===== config.mk =====
export PLATFORM = sky130hd
export DESIGN_NAME = eeprom_i2c_master
export DESIGN_NICKNAME = d
export VERILOG_FILES = /design/src/eeprom_i2c_pkg.sv /design/src/eeprom_i2c_master.sv /design/src/i2c_bit_engine.sv /design/src/i2c_tick_gen.sv
export SDC_FILE = /design/constraint.sdc
export NUM_CORES = 1
export LEC_CHECK = 0
export BUFFER_PORTS_ARGS = -buffer_cell sky130_fd_sc_hd__buf_4
export CORE_ASPECT_RATIO = 1.2
export CORE_MARGIN = 2
export CORE_UTILIZATION = 39
export CTS_CLUSTER_DIAMETER = 120
export DETAILED_ROUTE_END_ITERATION = 10
export GPL_ROUTABILITY_DRIVEN = 0
export PLACE_DENSITY_LB_ADDON = 0.15
export SYNTH_ARGS = -nofsm -noshare
export SYNTH_HDL_FRONTEND = slang
export SYNTH_SLANG_ARGS = --single-unit
export TNS_END_PERCENT = 50

===== constraint.sdc =====
create_clock -name CLK_IN -period 2 [get_ports CLK_IN]
set_input_delay 0 -clock CLK_IN [delete_from_list [all_inputs] [get_ports CLK_IN]]
set_output_delay 0 -clock CLK_IN [all_outputs]
set_load 0.01 [all_outputs]

===== src/eeprom_i2c_pkg.sv =====
// package: constants and types for the eeprom i2c master
package eeprom_i2c_pkg;

  localparam int unsigned CLK_HZ        = 40_000_000;
  localparam int unsigned SCL_HZ        = 100_000;
  localparam int unsigned QTR_CYCLES    = CLK_HZ / (SCL_HZ * 4);
  localparam logic [3:0]  DEV_FIXED     = 4'hA;
  localparam logic [3:0]  SIZE_RESET    = 4'h0;
  localparam int unsigned BYTE_BITS     = 8;
  localparam logic [3:0]  LAST_BIT      = 4'h8;

  typedef enum logic [1:0] {
    OP_WRITE = 2'h0,
    OP_READ  = 2'h1,
    OP_BURST = 2'h2
  } op_t;

  // memory size code: 0=1kb 1=2kb 2=4kb 3=8kb 4=16kb (11-bit mode)
  typedef struct packed {
    op_t         op;
    logic [15:0] addr;
    logic [7:0]  wdata;
    logic [7:0]  count;
    logic [2:0]  sel;
    logic        mode16;
    logic [2:0]  size;
    logic        firmware;
  } req_t;

  typedef struct packed {
    logic [7:0] data;
    logic       last;
  } rdata_t;

  typedef enum logic [2:0] {
    BOP_START = 3'h0,
    BOP_STOP  = 3'h1,
    BOP_WRITE = 3'h2,
    BOP_READ  = 3'h3,
    BOP_NONE  = 3'h4
  } bop_t;

endpackage : eeprom_i2c_pkg


===== src/eeprom_i2c_master.sv =====
// frame sequencer for eeprom write, read and burst read
`timescale 1ns/100ps
module eeprom_i2c_master (
  input  wire logic                  CLK_IN,
  input  wire logic                  RST_B_IN,
  input  wire logic                  REQ_VALID_IN,
  input  wire eeprom_i2c_pkg::req_t  REQ_IN,
  output logic                       REQ_READY_OUT,
  output eeprom_i2c_pkg::rdata_t     RDATA_OUT,
  output logic                       RDATA_VALID_OUT,
  output logic                       DONE_OUT,
  output logic                       NACK_ERR_OUT,
  input  wire logic                  SCL_IN,
  output logic                       SCL_OUT,
  output logic                       SCL_OE_OUT,
  input  wire logic                  SDA_IN,
  output logic                       SDA_OUT,
  output logic                       SDA_OE_OUT
);
  typedef enum logic [3:0] {
    S_IDLE  = 4'h0,
    S_START = 4'h1,
    S_INST  = 4'h2,
    S_ADRH  = 4'h3,
    S_ADRL  = 4'h4,
    S_WDAT  = 4'h5,
    S_RSTRT = 4'h6,
    S_RINST = 4'h7,
    S_RDAT  = 4'h8,
    S_STOP  = 4'h9,
    S_WAIT  = 4'hA
  } state_t;

  typedef struct packed {
    state_t                 st;
    state_t                 after;
    eeprom_i2c_pkg::req_t   req;
    logic [7:0]             left;
    logic                   err;
    logic                   ready;
    eeprom_i2c_pkg::rdata_t rd;
    logic                   rd_v;
    logic                   done;
    logic                   nack;
    logic                   scl_oe;
    logic                   sda_oe;
    eeprom_i2c_pkg::bop_t   bop;
    logic                   bop_v;
    logic [7:0]             tx;
    logic                   ackt;
  } st_t;
  st_t st_reg;
  st_t st_next;

  logic       tick;
  logic       eng_busy;
  logic       eng_done;
  logic [7:0] eng_rx;
  logic       eng_ack;
  logic       eng_scl;
  logic       eng_sda;
  logic [6:0] dev_addr;
  logic [7:0] adr_hi;
  logic [7:0] adr_lo;

  //////////////////////////////////////////////////////////////////////
  // address mapping

  always_comb begin
    dev_addr = {eeprom_i2c_pkg::DEV_FIXED, st_reg.req.sel};
    adr_hi = st_reg.req.addr[15:8];
    adr_lo = st_reg.req.addr[7:0];
    if (st_reg.req.mode16) begin
      // select bits purely from straps
      dev_addr[2:0] = st_reg.req.sel;
      case (st_reg.req.size)
        3'h0: adr_hi = {4'h0, st_reg.req.addr[11:8]};
        3'h1: adr_hi = {3'h0, st_reg.req.addr[12:8]};
        3'h2: adr_hi = {2'h0, st_reg.req.addr[13:8]};
        3'h3: adr_hi = {1'b0, st_reg.req.addr[14:8]};
        default: adr_hi = st_reg.req.addr[15:8];
      endcase
    end else begin
      case (st_reg.req.size)
        3'h0: adr_lo = {1'b0, st_reg.req.addr[6:0]};
        3'h1: adr_lo = st_reg.req.addr[7:0];
        3'h2: dev_addr[0] = st_reg.req.addr[8];
        3'h3: dev_addr[1:0] = st_reg.req.addr[9:8];
        default: dev_addr[2:0] = st_reg.req.addr[10:8];
      endcase
    end
  end

  //////////////////////////////////////////////////////////////////////
  // frame sequencer

  always_comb begin
    st_next = st_reg;
    st_next.bop_v = 1'b0;
    st_next.rd_v = 1'b0;
    st_next.done = 1'b0;
    st_next.scl_oe = eng_scl;
    st_next.sda_oe = eng_sda;
    case (st_reg.st)
      S_IDLE: begin
        st_next.ready = 1'b1;
        if (REQ_VALID_IN && st_reg.ready) begin
          st_next.req = REQ_IN;
          // burst only granted for firmware load
          if (REQ_IN.op == eeprom_i2c_pkg::OP_BURST && !REQ_IN.firmware) begin
            st_next.req.op = eeprom_i2c_pkg::OP_READ;
          end
          st_next.left = REQ_IN.count;
          st_next.err = 1'b0;
          st_next.ready = 1'b0;
          st_next.bop = eeprom_i2c_pkg::BOP_START;
          st_next.bop_v = 1'b1;
          st_next.st = S_WAIT;
          st_next.after = S_INST;
        end
      end
      S_WAIT: begin
        if (eng_done) begin
          st_next.st = st_reg.after;
        end
      end
      S_INST: begin
        st_next.tx = {dev_addr, 1'b0};
        st_next.bop = eeprom_i2c_pkg::BOP_WRITE;
        st_next.bop_v = 1'b1;
        st_next.st = S_WAIT;
        st_next.after = st_reg.req.mode16 ? S_ADRH : S_ADRL;
      end
      S_ADRH, S_ADRL, S_WDAT, S_RINST: begin
        // previous byte must have been acknowledged
        if (!eng_ack && st_reg.bop == eeprom_i2c_pkg::BOP_WRITE) begin
          st_next.err = 1'b1;
          st_next.bop = eeprom_i2c_pkg::BOP_STOP;
          st_next.bop_v = 1'b1;
          st_next.st = S_WAIT;
          st_next.after = S_STOP;
        end else begin
          st_next.bop = eeprom_i2c_pkg::BOP_WRITE;
          st_next.bop_v = 1'b1;
          st_next.st = S_WAIT;
          case (st_reg.st)
            S_ADRH: begin
              st_next.tx = adr_hi;
              st_next.after = S_ADRL;
            end
            S_ADRL: begin
              st_next.tx = adr_lo;
              st_next.after = (st_reg.req.op == eeprom_i2c_pkg::OP_WRITE)
                              ? S_WDAT : S_RSTRT;
            end
            S_WDAT: begin
              st_next.tx = st_reg.req.wdata;
              st_next.after = S_STOP;
            end
            default: begin
              st_next.tx = {dev_addr, 1'b1};
              st_next.after = S_RDAT;
            end
          endcase
        end
      end
      S_RSTRT: begin
        if (!eng_ack) begin
          st_next.err = 1'b1;
          st_next.bop = eeprom_i2c_pkg::BOP_STOP;
          st_next.after = S_STOP;
        end else begin
          // repeated start, no stop in between
          st_next.bop = eeprom_i2c_pkg::BOP_START;
          st_next.after = S_RINST;
        end
        st_next.bop_v = 1'b1;
        st_next.st = S_WAIT;
      end
      S_RDAT: begin
        if (st_reg.bop == eeprom_i2c_pkg::BOP_READ) begin
          st_next.rd.data = eng_rx;
          st_next.rd.last = (st_reg.left == 8'h00);
          st_next.rd_v = 1'b1;
        end
        if (st_reg.bop == eeprom_i2c_pkg::BOP_WRITE && !eng_ack) begin
          st_next.err = 1'b1;
          st_next.bop = eeprom_i2c_pkg::BOP_STOP;
          st_next.after = S_STOP;
        end else if (st_reg.bop == eeprom_i2c_pkg::BOP_READ
                     && st_reg.left == 8'h00) begin
          st_next.bop = eeprom_i2c_pkg::BOP_STOP;
          st_next.after = S_STOP;
        end else begin
          if (st_reg.bop == eeprom_i2c_pkg::BOP_READ) begin
            st_next.left = st_reg.left - 8'h01;
          end
          st_next.bop = eeprom_i2c_pkg::BOP_READ;
          // ack while more bytes wanted, nack on the last
          st_next.ackt = (st_reg.req.op == eeprom_i2c_pkg::OP_BURST)
                         && (st_next.left != 8'h00);
          st_next.after = S_RDAT;
          if (st_reg.req.op != eeprom_i2c_pkg::OP_BURST) begin
            st_next.left = 8'h00;
          end
        end
        st_next.bop_v = 1'b1;
        st_next.st = S_WAIT;
      end
      S_STOP: begin
        if (st_reg.bop != eeprom_i2c_pkg::BOP_STOP) begin
          st_next.bop = eeprom_i2c_pkg::BOP_STOP;
          st_next.bop_v = 1'b1;
          st_next.st = S_WAIT;
          st_next.after = S_STOP;
          st_next.err = st_reg.err | !eng_ack;
        end else begin
          st_next.done = 1'b1;
          st_next.nack = st_reg.err;
          st_next.st = S_IDLE;
        end
      end
      default: st_next.st = S_IDLE;
    endcase
  end

  always_ff @(posedge CLK_IN) begin
    if (!RST_B_IN) begin
      st_reg <= '{st: S_IDLE, after: S_IDLE, req: '0,
                  bop: eeprom_i2c_pkg::BOP_NONE, default: '0};
    end else begin
      st_reg <= st_next;
    end
  end

  //////////////////////////////////////////////////////////////////////
  // engine and divider

  i2c_tick_gen u_tick (
    .clk_in   (CLK_IN),
    .rst_b_in (RST_B_IN),
    .run_in   (eng_busy),
    .tick_out (tick)
  );

  i2c_bit_engine u_eng (
    .clk_in       (CLK_IN),
    .rst_b_in     (RST_B_IN),
    .tick_in      (tick),
    .cmd_in       (st_reg.bop),
    .cmd_valid_in (st_reg.bop_v),
    .tx_in        (st_reg.tx),
    .ack_tx_in    (st_reg.ackt),
    .sda_in       (SDA_IN),
    .busy_out     (eng_busy),
    .done_out     (eng_done),
    .rx_out       (eng_rx),
    .ack_rx_out   (eng_ack),
    .scl_oe_out   (eng_scl),
    .sda_oe_out   (eng_sda)
  );

  assign REQ_READY_OUT   = st_reg.ready;
  assign RDATA_OUT       = st_reg.rd;
  assign RDATA_VALID_OUT = st_reg.rd_v;
  assign DONE_OUT        = st_reg.done;
  assign NACK_ERR_OUT    = st_reg.nack;
  assign SCL_OUT         = 1'b0;
  assign SCL_OE_OUT      = st_reg.scl_oe;
  assign SDA_OUT         = 1'b0;
  assign SDA_OE_OUT      = st_reg.sda_oe;
endmodule : eeprom_i2c_master


===== src/i2c_bit_engine.sv =====
// byte level i2c engine: start, stop, byte write, byte read
`timescale 1ns/100ps
module i2c_bit_engine (
  input  wire logic                 clk_in,
  input  wire logic                 rst_b_in,
  input  wire logic                 tick_in,
  input  wire eeprom_i2c_pkg::bop_t cmd_in,
  input  wire logic                 cmd_valid_in,
  input  wire logic [7:0]           tx_in,
  input  wire logic                 ack_tx_in,
  input  wire logic                 sda_in,
  output logic                      busy_out,
  output logic                      done_out,
  output logic [7:0]                rx_out,
  output logic                      ack_rx_out,
  output logic                      scl_oe_out,
  output logic                      sda_oe_out
);
  typedef struct packed {
    eeprom_i2c_pkg::bop_t op;
    logic [1:0]           ph;
    logic [3:0]           bitn;
    logic [7:0]           sh;
    logic                 ackv;
    logic                 scl_low;
    logic                 sda_low;
    logic                 done;
    logic                 ackr;
  } st_t;
  st_t st_reg;
  st_t st_next;

  always_comb begin
    st_next = st_reg;
    st_next.done = 1'b0;
    if (st_reg.op == eeprom_i2c_pkg::BOP_NONE) begin
      if (cmd_valid_in) begin
        st_next.op = cmd_in;
        st_next.ph = 2'h0;
        st_next.bitn = 4'h0;
        st_next.sh = tx_in;
        st_next.ackv = ack_tx_in;
      end
    end else if (tick_in) begin
      st_next.ph = st_reg.ph + 2'h1;
      case (st_reg.op)
        eeprom_i2c_pkg::BOP_START: begin
          // sda released, scl high, then sda low with scl high
          case (st_reg.ph)
            2'h0: st_next.sda_low = 1'b0;
            2'h1: st_next.scl_low = 1'b0;
            2'h2: st_next.sda_low = 1'b1;
            default: begin
              st_next.scl_low = 1'b1;
              st_next.op = eeprom_i2c_pkg::BOP_NONE;
              st_next.done = 1'b1;
            end
          endcase
        end
        eeprom_i2c_pkg::BOP_STOP: begin
          case (st_reg.ph)
            2'h0: st_next.sda_low = 1'b1;
            2'h1: st_next.scl_low = 1'b0;
            2'h2: st_next.sda_low = 1'b0;
            default: begin
              st_next.op = eeprom_i2c_pkg::BOP_NONE;
              st_next.done = 1'b1;
            end
          endcase
        end
        default: begin
          case (st_reg.ph)
            2'h0: begin
              // data set while scl low, msb first; ninth bit is ack
              if (st_reg.op == eeprom_i2c_pkg::BOP_WRITE) begin
                st_next.sda_low = (st_reg.bitn == eeprom_i2c_pkg::LAST_BIT)
                                  ? 1'b0 : !st_reg.sh[7];
              end else begin
                st_next.sda_low = (st_reg.bitn == eeprom_i2c_pkg::LAST_BIT)
                                  ? st_reg.ackv : 1'b0;
              end
            end
            2'h1: st_next.scl_low = 1'b0;
            2'h2: begin
              if (st_reg.bitn == eeprom_i2c_pkg::LAST_BIT) begin
                st_next.ackr = !sda_in;
              end else begin
                st_next.sh = {st_reg.sh[6:0], sda_in};
              end
            end
            default: begin
              st_next.scl_low = 1'b1;
              st_next.bitn = st_reg.bitn + 4'h1;
              if (st_reg.bitn == eeprom_i2c_pkg::LAST_BIT) begin
                st_next.op = eeprom_i2c_pkg::BOP_NONE;
                st_next.done = 1'b1;
              end
            end
          endcase
        end
      endcase
    end
  end

  always_ff @(posedge clk_in) begin
    if (!rst_b_in) begin
      st_reg <= '{op: eeprom_i2c_pkg::BOP_NONE, default: '0};
    end else begin
      st_reg <= st_next;
    end
  end

  assign busy_out   = (st_reg.op != eeprom_i2c_pkg::BOP_NONE);
  assign done_out   = st_reg.done;
  assign rx_out     = st_reg.sh;
  assign ack_rx_out = st_reg.ackr;
  assign scl_oe_out = st_reg.scl_low;
  assign sda_oe_out = st_reg.sda_low;
endmodule : i2c_bit_engine


===== src/i2c_tick_gen.sv =====
// quarter-bit enable divider for the scl timing
`timescale 1ns/100ps
module i2c_tick_gen #(
  parameter int unsigned DIV = eeprom_i2c_pkg::QTR_CYCLES
) (
  input  wire logic clk_in,
  input  wire logic rst_b_in,
  input  wire logic run_in,
  output logic      tick_out
);
  typedef struct packed {
    logic [15:0] cnt;
    logic        tick;
  } st_t;
  st_t st_reg;
  st_t st_next;

  always_comb begin
    st_next = st_reg;
    st_next.tick = 1'b0;
    if (!run_in) begin
      st_next.cnt = 16'h0000;
    end else if (st_reg.cnt == 16'(DIV - 1)) begin
      st_next.cnt = 16'h0000;
      st_next.tick = 1'b1;
    end else begin
      st_next.cnt = st_reg.cnt + 16'h0001;
    end
  end

  always_ff @(posedge clk_in) begin
    if (!rst_b_in) begin
      st_reg <= '0;
    end else begin
      st_reg <= st_next;
    end
  end

  assign tick_out = st_reg.tick;
endmodule : i2c_tick_gen

==> After elaboration in Yosys (flattened, before gate mapping) <==
Cells that the tools add are included.
{ "totals": {"word_cells": 214, "regBits": 126, "in_bits": 47} }
{ "op_classes": {"muxes": 70, "bitwise_logic": 9, "add_sub_neg": 4, "n_reduce_logical": 55, "n_eq_ne": 41} }
{ "op_table": {"columns": ["operator", "n"], "rows": [
  ["8-bit 2-to-1 mux", 13],
  ["60-bit 2-to-1 mux", 1],
  ["4-bit one-hot mux with 6 select lines", 2],
  ["17-bit 2-to-1 mux", 2],
  ["4-bit 2-to-1 mux", 8],
  ["8-bit one-hot mux with 2 select lines", 2],
  ["8-bit one-hot mux with 4 select lines", 1],
  ["8-bit one-hot mux with 3 select lines", 1],
  ["3-bit 2-to-1 mux", 7],
  ["4-bit one-hot mux with 5 select lines", 1],
  ["2-bit AND reduction", 10],
  ["5-bit AND reduction", 4],
  ["1-bit 2-to-1 mux", 19],
  ["18-bit 2-to-1 mux", 1],
  ["2-bit inequality test (second input constant)", 9],
  ["16-bit by 1-bit adder with 16-bit output (second input constant)", 1],
  ["16-bit by 7-bit == test with 1-bit output (second input constant)", 1],
  ["4-bit by 3-bit == test with 1-bit output (second input constant)", 4],
  ["4-bit == test (second input constant)", 4],
  ["3-bit by 2-bit == test with 1-bit output (second input constant)", 5],
  ["3-bit OR reduction", 5],
  ["12-bit 2-to-1 mux", 1],
  ["4-bit one-hot mux with 3 select lines", 1],
  ["4-bit AND reduction", 3],
  ["32 further kinds", 73]
]} }

==> Logic depth before layout (Yosys ltp) <==
{ "depth": {"word_depth": 9, "ltp_mapped": 8, "mapped_depth_nobuf": 7} }

==> Modules after synthesis <==
From an unflattened synthesis, not the netlist that was laid out.
{ "unflattened": {"hier_cells": 749, "area_unflattened_um2": 6060.8} }
{ "by_module_without_submodules": {"columns": ["module", "cells_each", "n_inst", "area_each_um2", "seq_area_each_um2"], "rows": [
  ["eeprom_i2c_master", 495, 1, 3903.7, 1561.5],
  ["i2c_bit_engine", 165, 1, 1362.6, 440.4],
  ["i2c_tick_gen", 89, 1, 794.5, 340.3]
]} }

==> Worst setup path after synthesis <==
No wires, ideal clock.
{ "synth_timing": {"kind": "register -> register", "from": "register st_reg[29] in the netlist's numbering", "to": "register st_reg[0] in the netlist's numbering", "arrival_time_ns": 1.637, "path_slack_ns": 0.229, "stages_incl_launch_ff": 8, "period_less_slack_ns": 1.771, "setup_ns": 0.134, "t_required_ns": 1.866, "path_cell_list": "dfxtp_1 > inv_1 > ha_1 > nor3b_1 > a31oi_4 > nand2_1 > a2111oi_1 > a211oi_1"} }
{ "synth_between": {"elab_chain_cells": 7, "word_cells_on_any_way": 11, "cone_classes": "add/sub (1); mux (4); bitwise (1); reduce/logical (5)"} }
{ "synth_rtl": {"columns": ["element", "line_no", "rtl"], "rows": [
  ["start: declaration", "eeprom_i2c_master.sv:52", "st_t st_reg;"],
  ["start signal: assignment", "eeprom_i2c_master.sv:229", "st_reg <= '{st: S_IDLE, after: S_IDLE, req: '0,"],
  ["start signal: assignment", "eeprom_i2c_master.sv:232", "st_reg <= st_next;"],
  ["8-bit by 1-bit subtractor with 8-bit output", "eeprom_i2c_master.sv:196", "st_next.left = st_reg.left - 8'h01;"],
  ["8-bit 2-to-1 mux", "eeprom_i2c_master.sv:195", "if (st_reg.bop == eeprom_i2c_pkg::BOP_READ) begin"],
  ["8-bit 2-to-1 mux", "eeprom_i2c_master.sv:190", "end else if (st_reg.bop == eeprom_i2c_pkg::BOP_READ"],
  ["8-bit 2-to-1 mux", "eeprom_i2c_master.sv:186", "if (st_reg.bop == eeprom_i2c_pkg::BOP_WRITE && !eng_ack) begin"],
  ["8-bit 2-to-1 mux", "eeprom_i2c_master.sv:104", "case (st_reg.st)"],
  ["8-bit nonzero test", "eeprom_i2c_master.sv:201", "&& (st_next.left != 8'h00);"],
  ["1-bit logical AND", "eeprom_i2c_master.sv:201", null]
]} }
Parallel ways exist; a longest one is shown, timed or not. The select of a mux whose other input is x is not followed.
A chain may end at the register's enable or synchronous reset.

==> Worst setup path after layout <==
{ "layout_timing": {"from": "register st_reg[84] in the netlist's numbering", "to": "register st_reg[29] in the netlist's numbering"} }
{ "layout_between": {"elab_chain_cells": 3, "word_cells_on_any_way": 8, "cone_classes": "eq/ne (4); mux (1); reduce/logical (3)"} }
{ "layout_rtl": {"columns": ["element", "line_no"], "rows": [
  ["4-bit == test or 4-bit logical NOT (tied branches)", "eeprom_i2c_master.sv:104"],
  ["2-bit inequality test (no source line) or 2-bit nonzero test (tied branches)", null],
  ["4-bit AND reduction (no source line)", null]
]} }
Parallel ways exist; a longest one is shown, timed or not.

==> impl_metrics.py <==
metrics = {
    "timing": {
        "period_share_pct": 93.6,
        "final_max_slew_viol_count": 0,
        "hold_viol_final": 0,
        "setup_ws_ns": 0.129,
        "worst_clock_skew_ns": 0.00936,
        "finalSetupTns_ns": 0,
        "relSlewSlack_pct": 58.8,
        "grt_setup_unrepaired": "false",
        "period_needed_ns": 1.87,
        "worst_slew_pin_slew_ns": 0.617,
        "finalSetupViolations": 0,
        "fmax_mhz": 534,
    },
    "power": {
        "power_leakage_nw": 2.93,
        "p_seq_share_pct": 37.3,
        "netSwitchingFraction_pct": 23.0,
        "pwr_density_cell_nw_per_um2": 847,
        "switchingPower_mw": 1.53,
        "p_int_mw": 5.12,
        "ir_drop_mv": 0.548,
        "combPwrFrac_pct": 9.8,
        "pwr-share-clk_pct": 52.9,
    },
    "placed_design": {
        "post-place-cells": 983,
        "dp_slack_ns": 0.0925,
        "numPortBuffers": 60,
        "place_hpwl_um": 10600,
    },
    "detailed_routing": {
        "drt_wl_total_um": 15400,
        "routedWlPerCell_um": 14.5,
        "first_pass_iters": 4,
        "drc": 0,
        "routed_via_density": 5.21,
        "drt_iter0_markers": 315,
        "vias": 5550,
        "postRouteAntennaNets": 0,
    },
    "cells_and_area": {
        "fillCellCount": 1393,
        "num_antenna_cells": 0,
        "nets": 904,
        "largest_reg_flops": 63,
        "fin_cells": 1065,
        "layout-drive-gt1-share_pct": 19.3,
        "final_util_pct": 52.7,
        "syn2layout_area_growth_pct": 33.4,
    },
    "synthesis": {
        "synth.area.top_cells": "dfxtp_1, nand2_1, a21oi_1",
        "syn_area_um2": 5880,
        "ys_ff_latch": 117,
        "synth_cell_types": 77,
        "synth_most_common_cell": "nand2_1",
        "synth_common_cells": "nand2_1, dfxtp_1, nor2_1",
        "netlist_instances": 735,
        "ys_warn_count": 0,
        "ys.flop_type": "dfxtp_1",
        "synth-async-reset-ratio_pct": 0,
        "synth_top_cell_by_area": "dfxtp_1",
        "synth_edf_count": 0,
        "syn_avg_cell_area_um2": 8.01,
        "synth_top_area_share_pct": 39.8,
        "ys_seq_area_share_pct": 39.8,
    },
    "worst_setup_path": {
        "crit_fanout": 13,
        "startpoint_type": "flop",
        "end_kind": "flop",
        "arrival_ns": 2.15,
        "critPathRequiredTime_ns": 2.28,
        "crit_start": "st_reg[84]$_SDFFE_PN0P_",
        "r2r_start": "st_reg[84]$_SDFFE_PN0P_",
        "critPathKind": "reg2reg",
    },
    "clocking": {
        "clock_path_buffers": 2,
        "insertion_delay_ns": 0.42,
        "numCtsBuffers": 17,
        "root_buffer": "clkbuf_16",
        "h-tree-depth": 4,
        "clock_sinks": 117,
        "clkTransAtPathRegs_ns": 0.06,
        "tritoncts": "built",
    },
    "floorplanning": {
        "die_y_um": 139,
        "die_x_um": 116,
        "die-area_um2": 16100,
        "num_rows": 49,
        "start_util_pct": 39.5,
        "io_pins": 64,
        "core_um2": 14900,
    },
    "run_status": {
        "status": "finished clean",
    },
    "grt": {
        "antenna_found_initial": 0,
        "grt_pass1_vias": 5425,
        "grt.total_usage_pct": 20.3,
        "grt_max_degree": 43,
        "overflow": 0,
        "grt_pass1_wl_um": 26200,
    },
    "worst_hold_path": {
        "hp-class": "in2reg",
        "hold_path_startpoint": "SDA_IN",
    },
    "job": {
        "cap_violations": 0,
    },
}
-- per-layer routing --
metal	global-route usage, %	share of wire (%)	up-vias
met5	0	0	-
met2	34.2	50	112
met1	24.8	45	2602
met3	5.33	3.4	20
li1	-	-	2816
met4	7.27	1.9	0
-- power groups by stage --
stage	combinational, mW	sequential (mW)	clock, mW
finish	0.651	2.48	3.52
global route	0.719	2.49	3.71
CTS	0.635	2.48	3.57
detailed placement	0.563	2.53	0
global placement	0.555	2.53	0
floorplan	0.350	2.51	0
-- area by class of cell --
class	instances	area, µm²	share of cell area (%)
clock buffer	18	439	5.60
timing repair buffer	154	1330	17.0
inverter	16	60.1	0.765
tap	204	255	3.25
multi-input combinational	542	3180	40.5
sequential	117	2340	29.8
clock inverter	14	244	3.11
-- logic make-up after synthesis --
kind of cell	after synthesis	synth area share, %
adders and majority gates	9	1.91
DFF	117	39.8
xor gates and xnor gates	21	3.13
buffers and inverters	77	6.57
and+or+nand+nor	321	26.7
muxes	11	1.96
other	1	0.0637
AOI/OAI and AO/OA	178	19.9
-- timing repair --
item	in CTS	in global routing
endpoints found under the setup margin	0	6
resized for setup	0	4
hold endpoints to repair	46	0
hold buffers	45	0
buffers inserted	0	5
-- critical path, cell delays in order, from the launching register on --
cell and delay [ns]:
dfxtp_1 0.43, buf_4 0.21, nor4_4 0.28, nor2b_4 0.27, a21oi_4 0.10, buf_4 0.17
o211ai_1 0.17, o31ai_1 0.09
-- per-stage QoR --
stage                     power, mW  hold slack, ns  instance area (µm²)
after floorplan                2.86          0.0956                 5890
after global placement         3.08           0.217                 6660
after detailed placement       3.09           0.218                 6660
after CTS                      6.69           0.335                 7800
after global routing           6.92           0.325                 7850
final                          6.65           0.338                 7850
-- cells in the final DEF, fill, tap and decap left out, drive strengths merged, types with 5 or more instances in the layout --
master / Yosys / routed
buf: 30 / 109
a31oi: 5 / 5
nand2b: 9 / 9
nor2b: 6 / 6
xor2: 12 / 12
o21ai: 21 / 21
ha: 9 / 9
nand2: 128 / 128
inv: 16 / 20
mux2i: 7 / 7
a32oi: 5 / 5
nor2: 75 / 75
a311oi: 10 / 10
dfxtp: 117 / 117
xnor2: 9 / 9
a211oi: 6 / 6
a21oi: 77 / 77
o211ai: 5 / 5
dlygate4sd3: 0 / 45
nand4: 7 / 7
bufinv: 0 / 6
o2bb2ai: 5 / 5
nand3: 40 / 40
o22ai: 9 / 9
clkbuf: 31 / 18
nor3: 18 / 18
-- final timing paths --
| path | cells after the start | endpoint | slack [ns] |
|---|---|---|---|
| min | 3 | u_eng.ack_rx_out$_SDFFE_PN0P_ | 0.34 |
| min reg2reg | 1 | u_tick.st_reg[1]$_SDFF_PP0_ | 0.45 |
| max reg2reg | 7 | st_reg[29]$_SDFFE_PN0P_ | 0.13 |
| max | 7 | st_reg[29]$_SDFFE_PN0P_ | 0.13 |
Power figures use the tool's default switching activity.
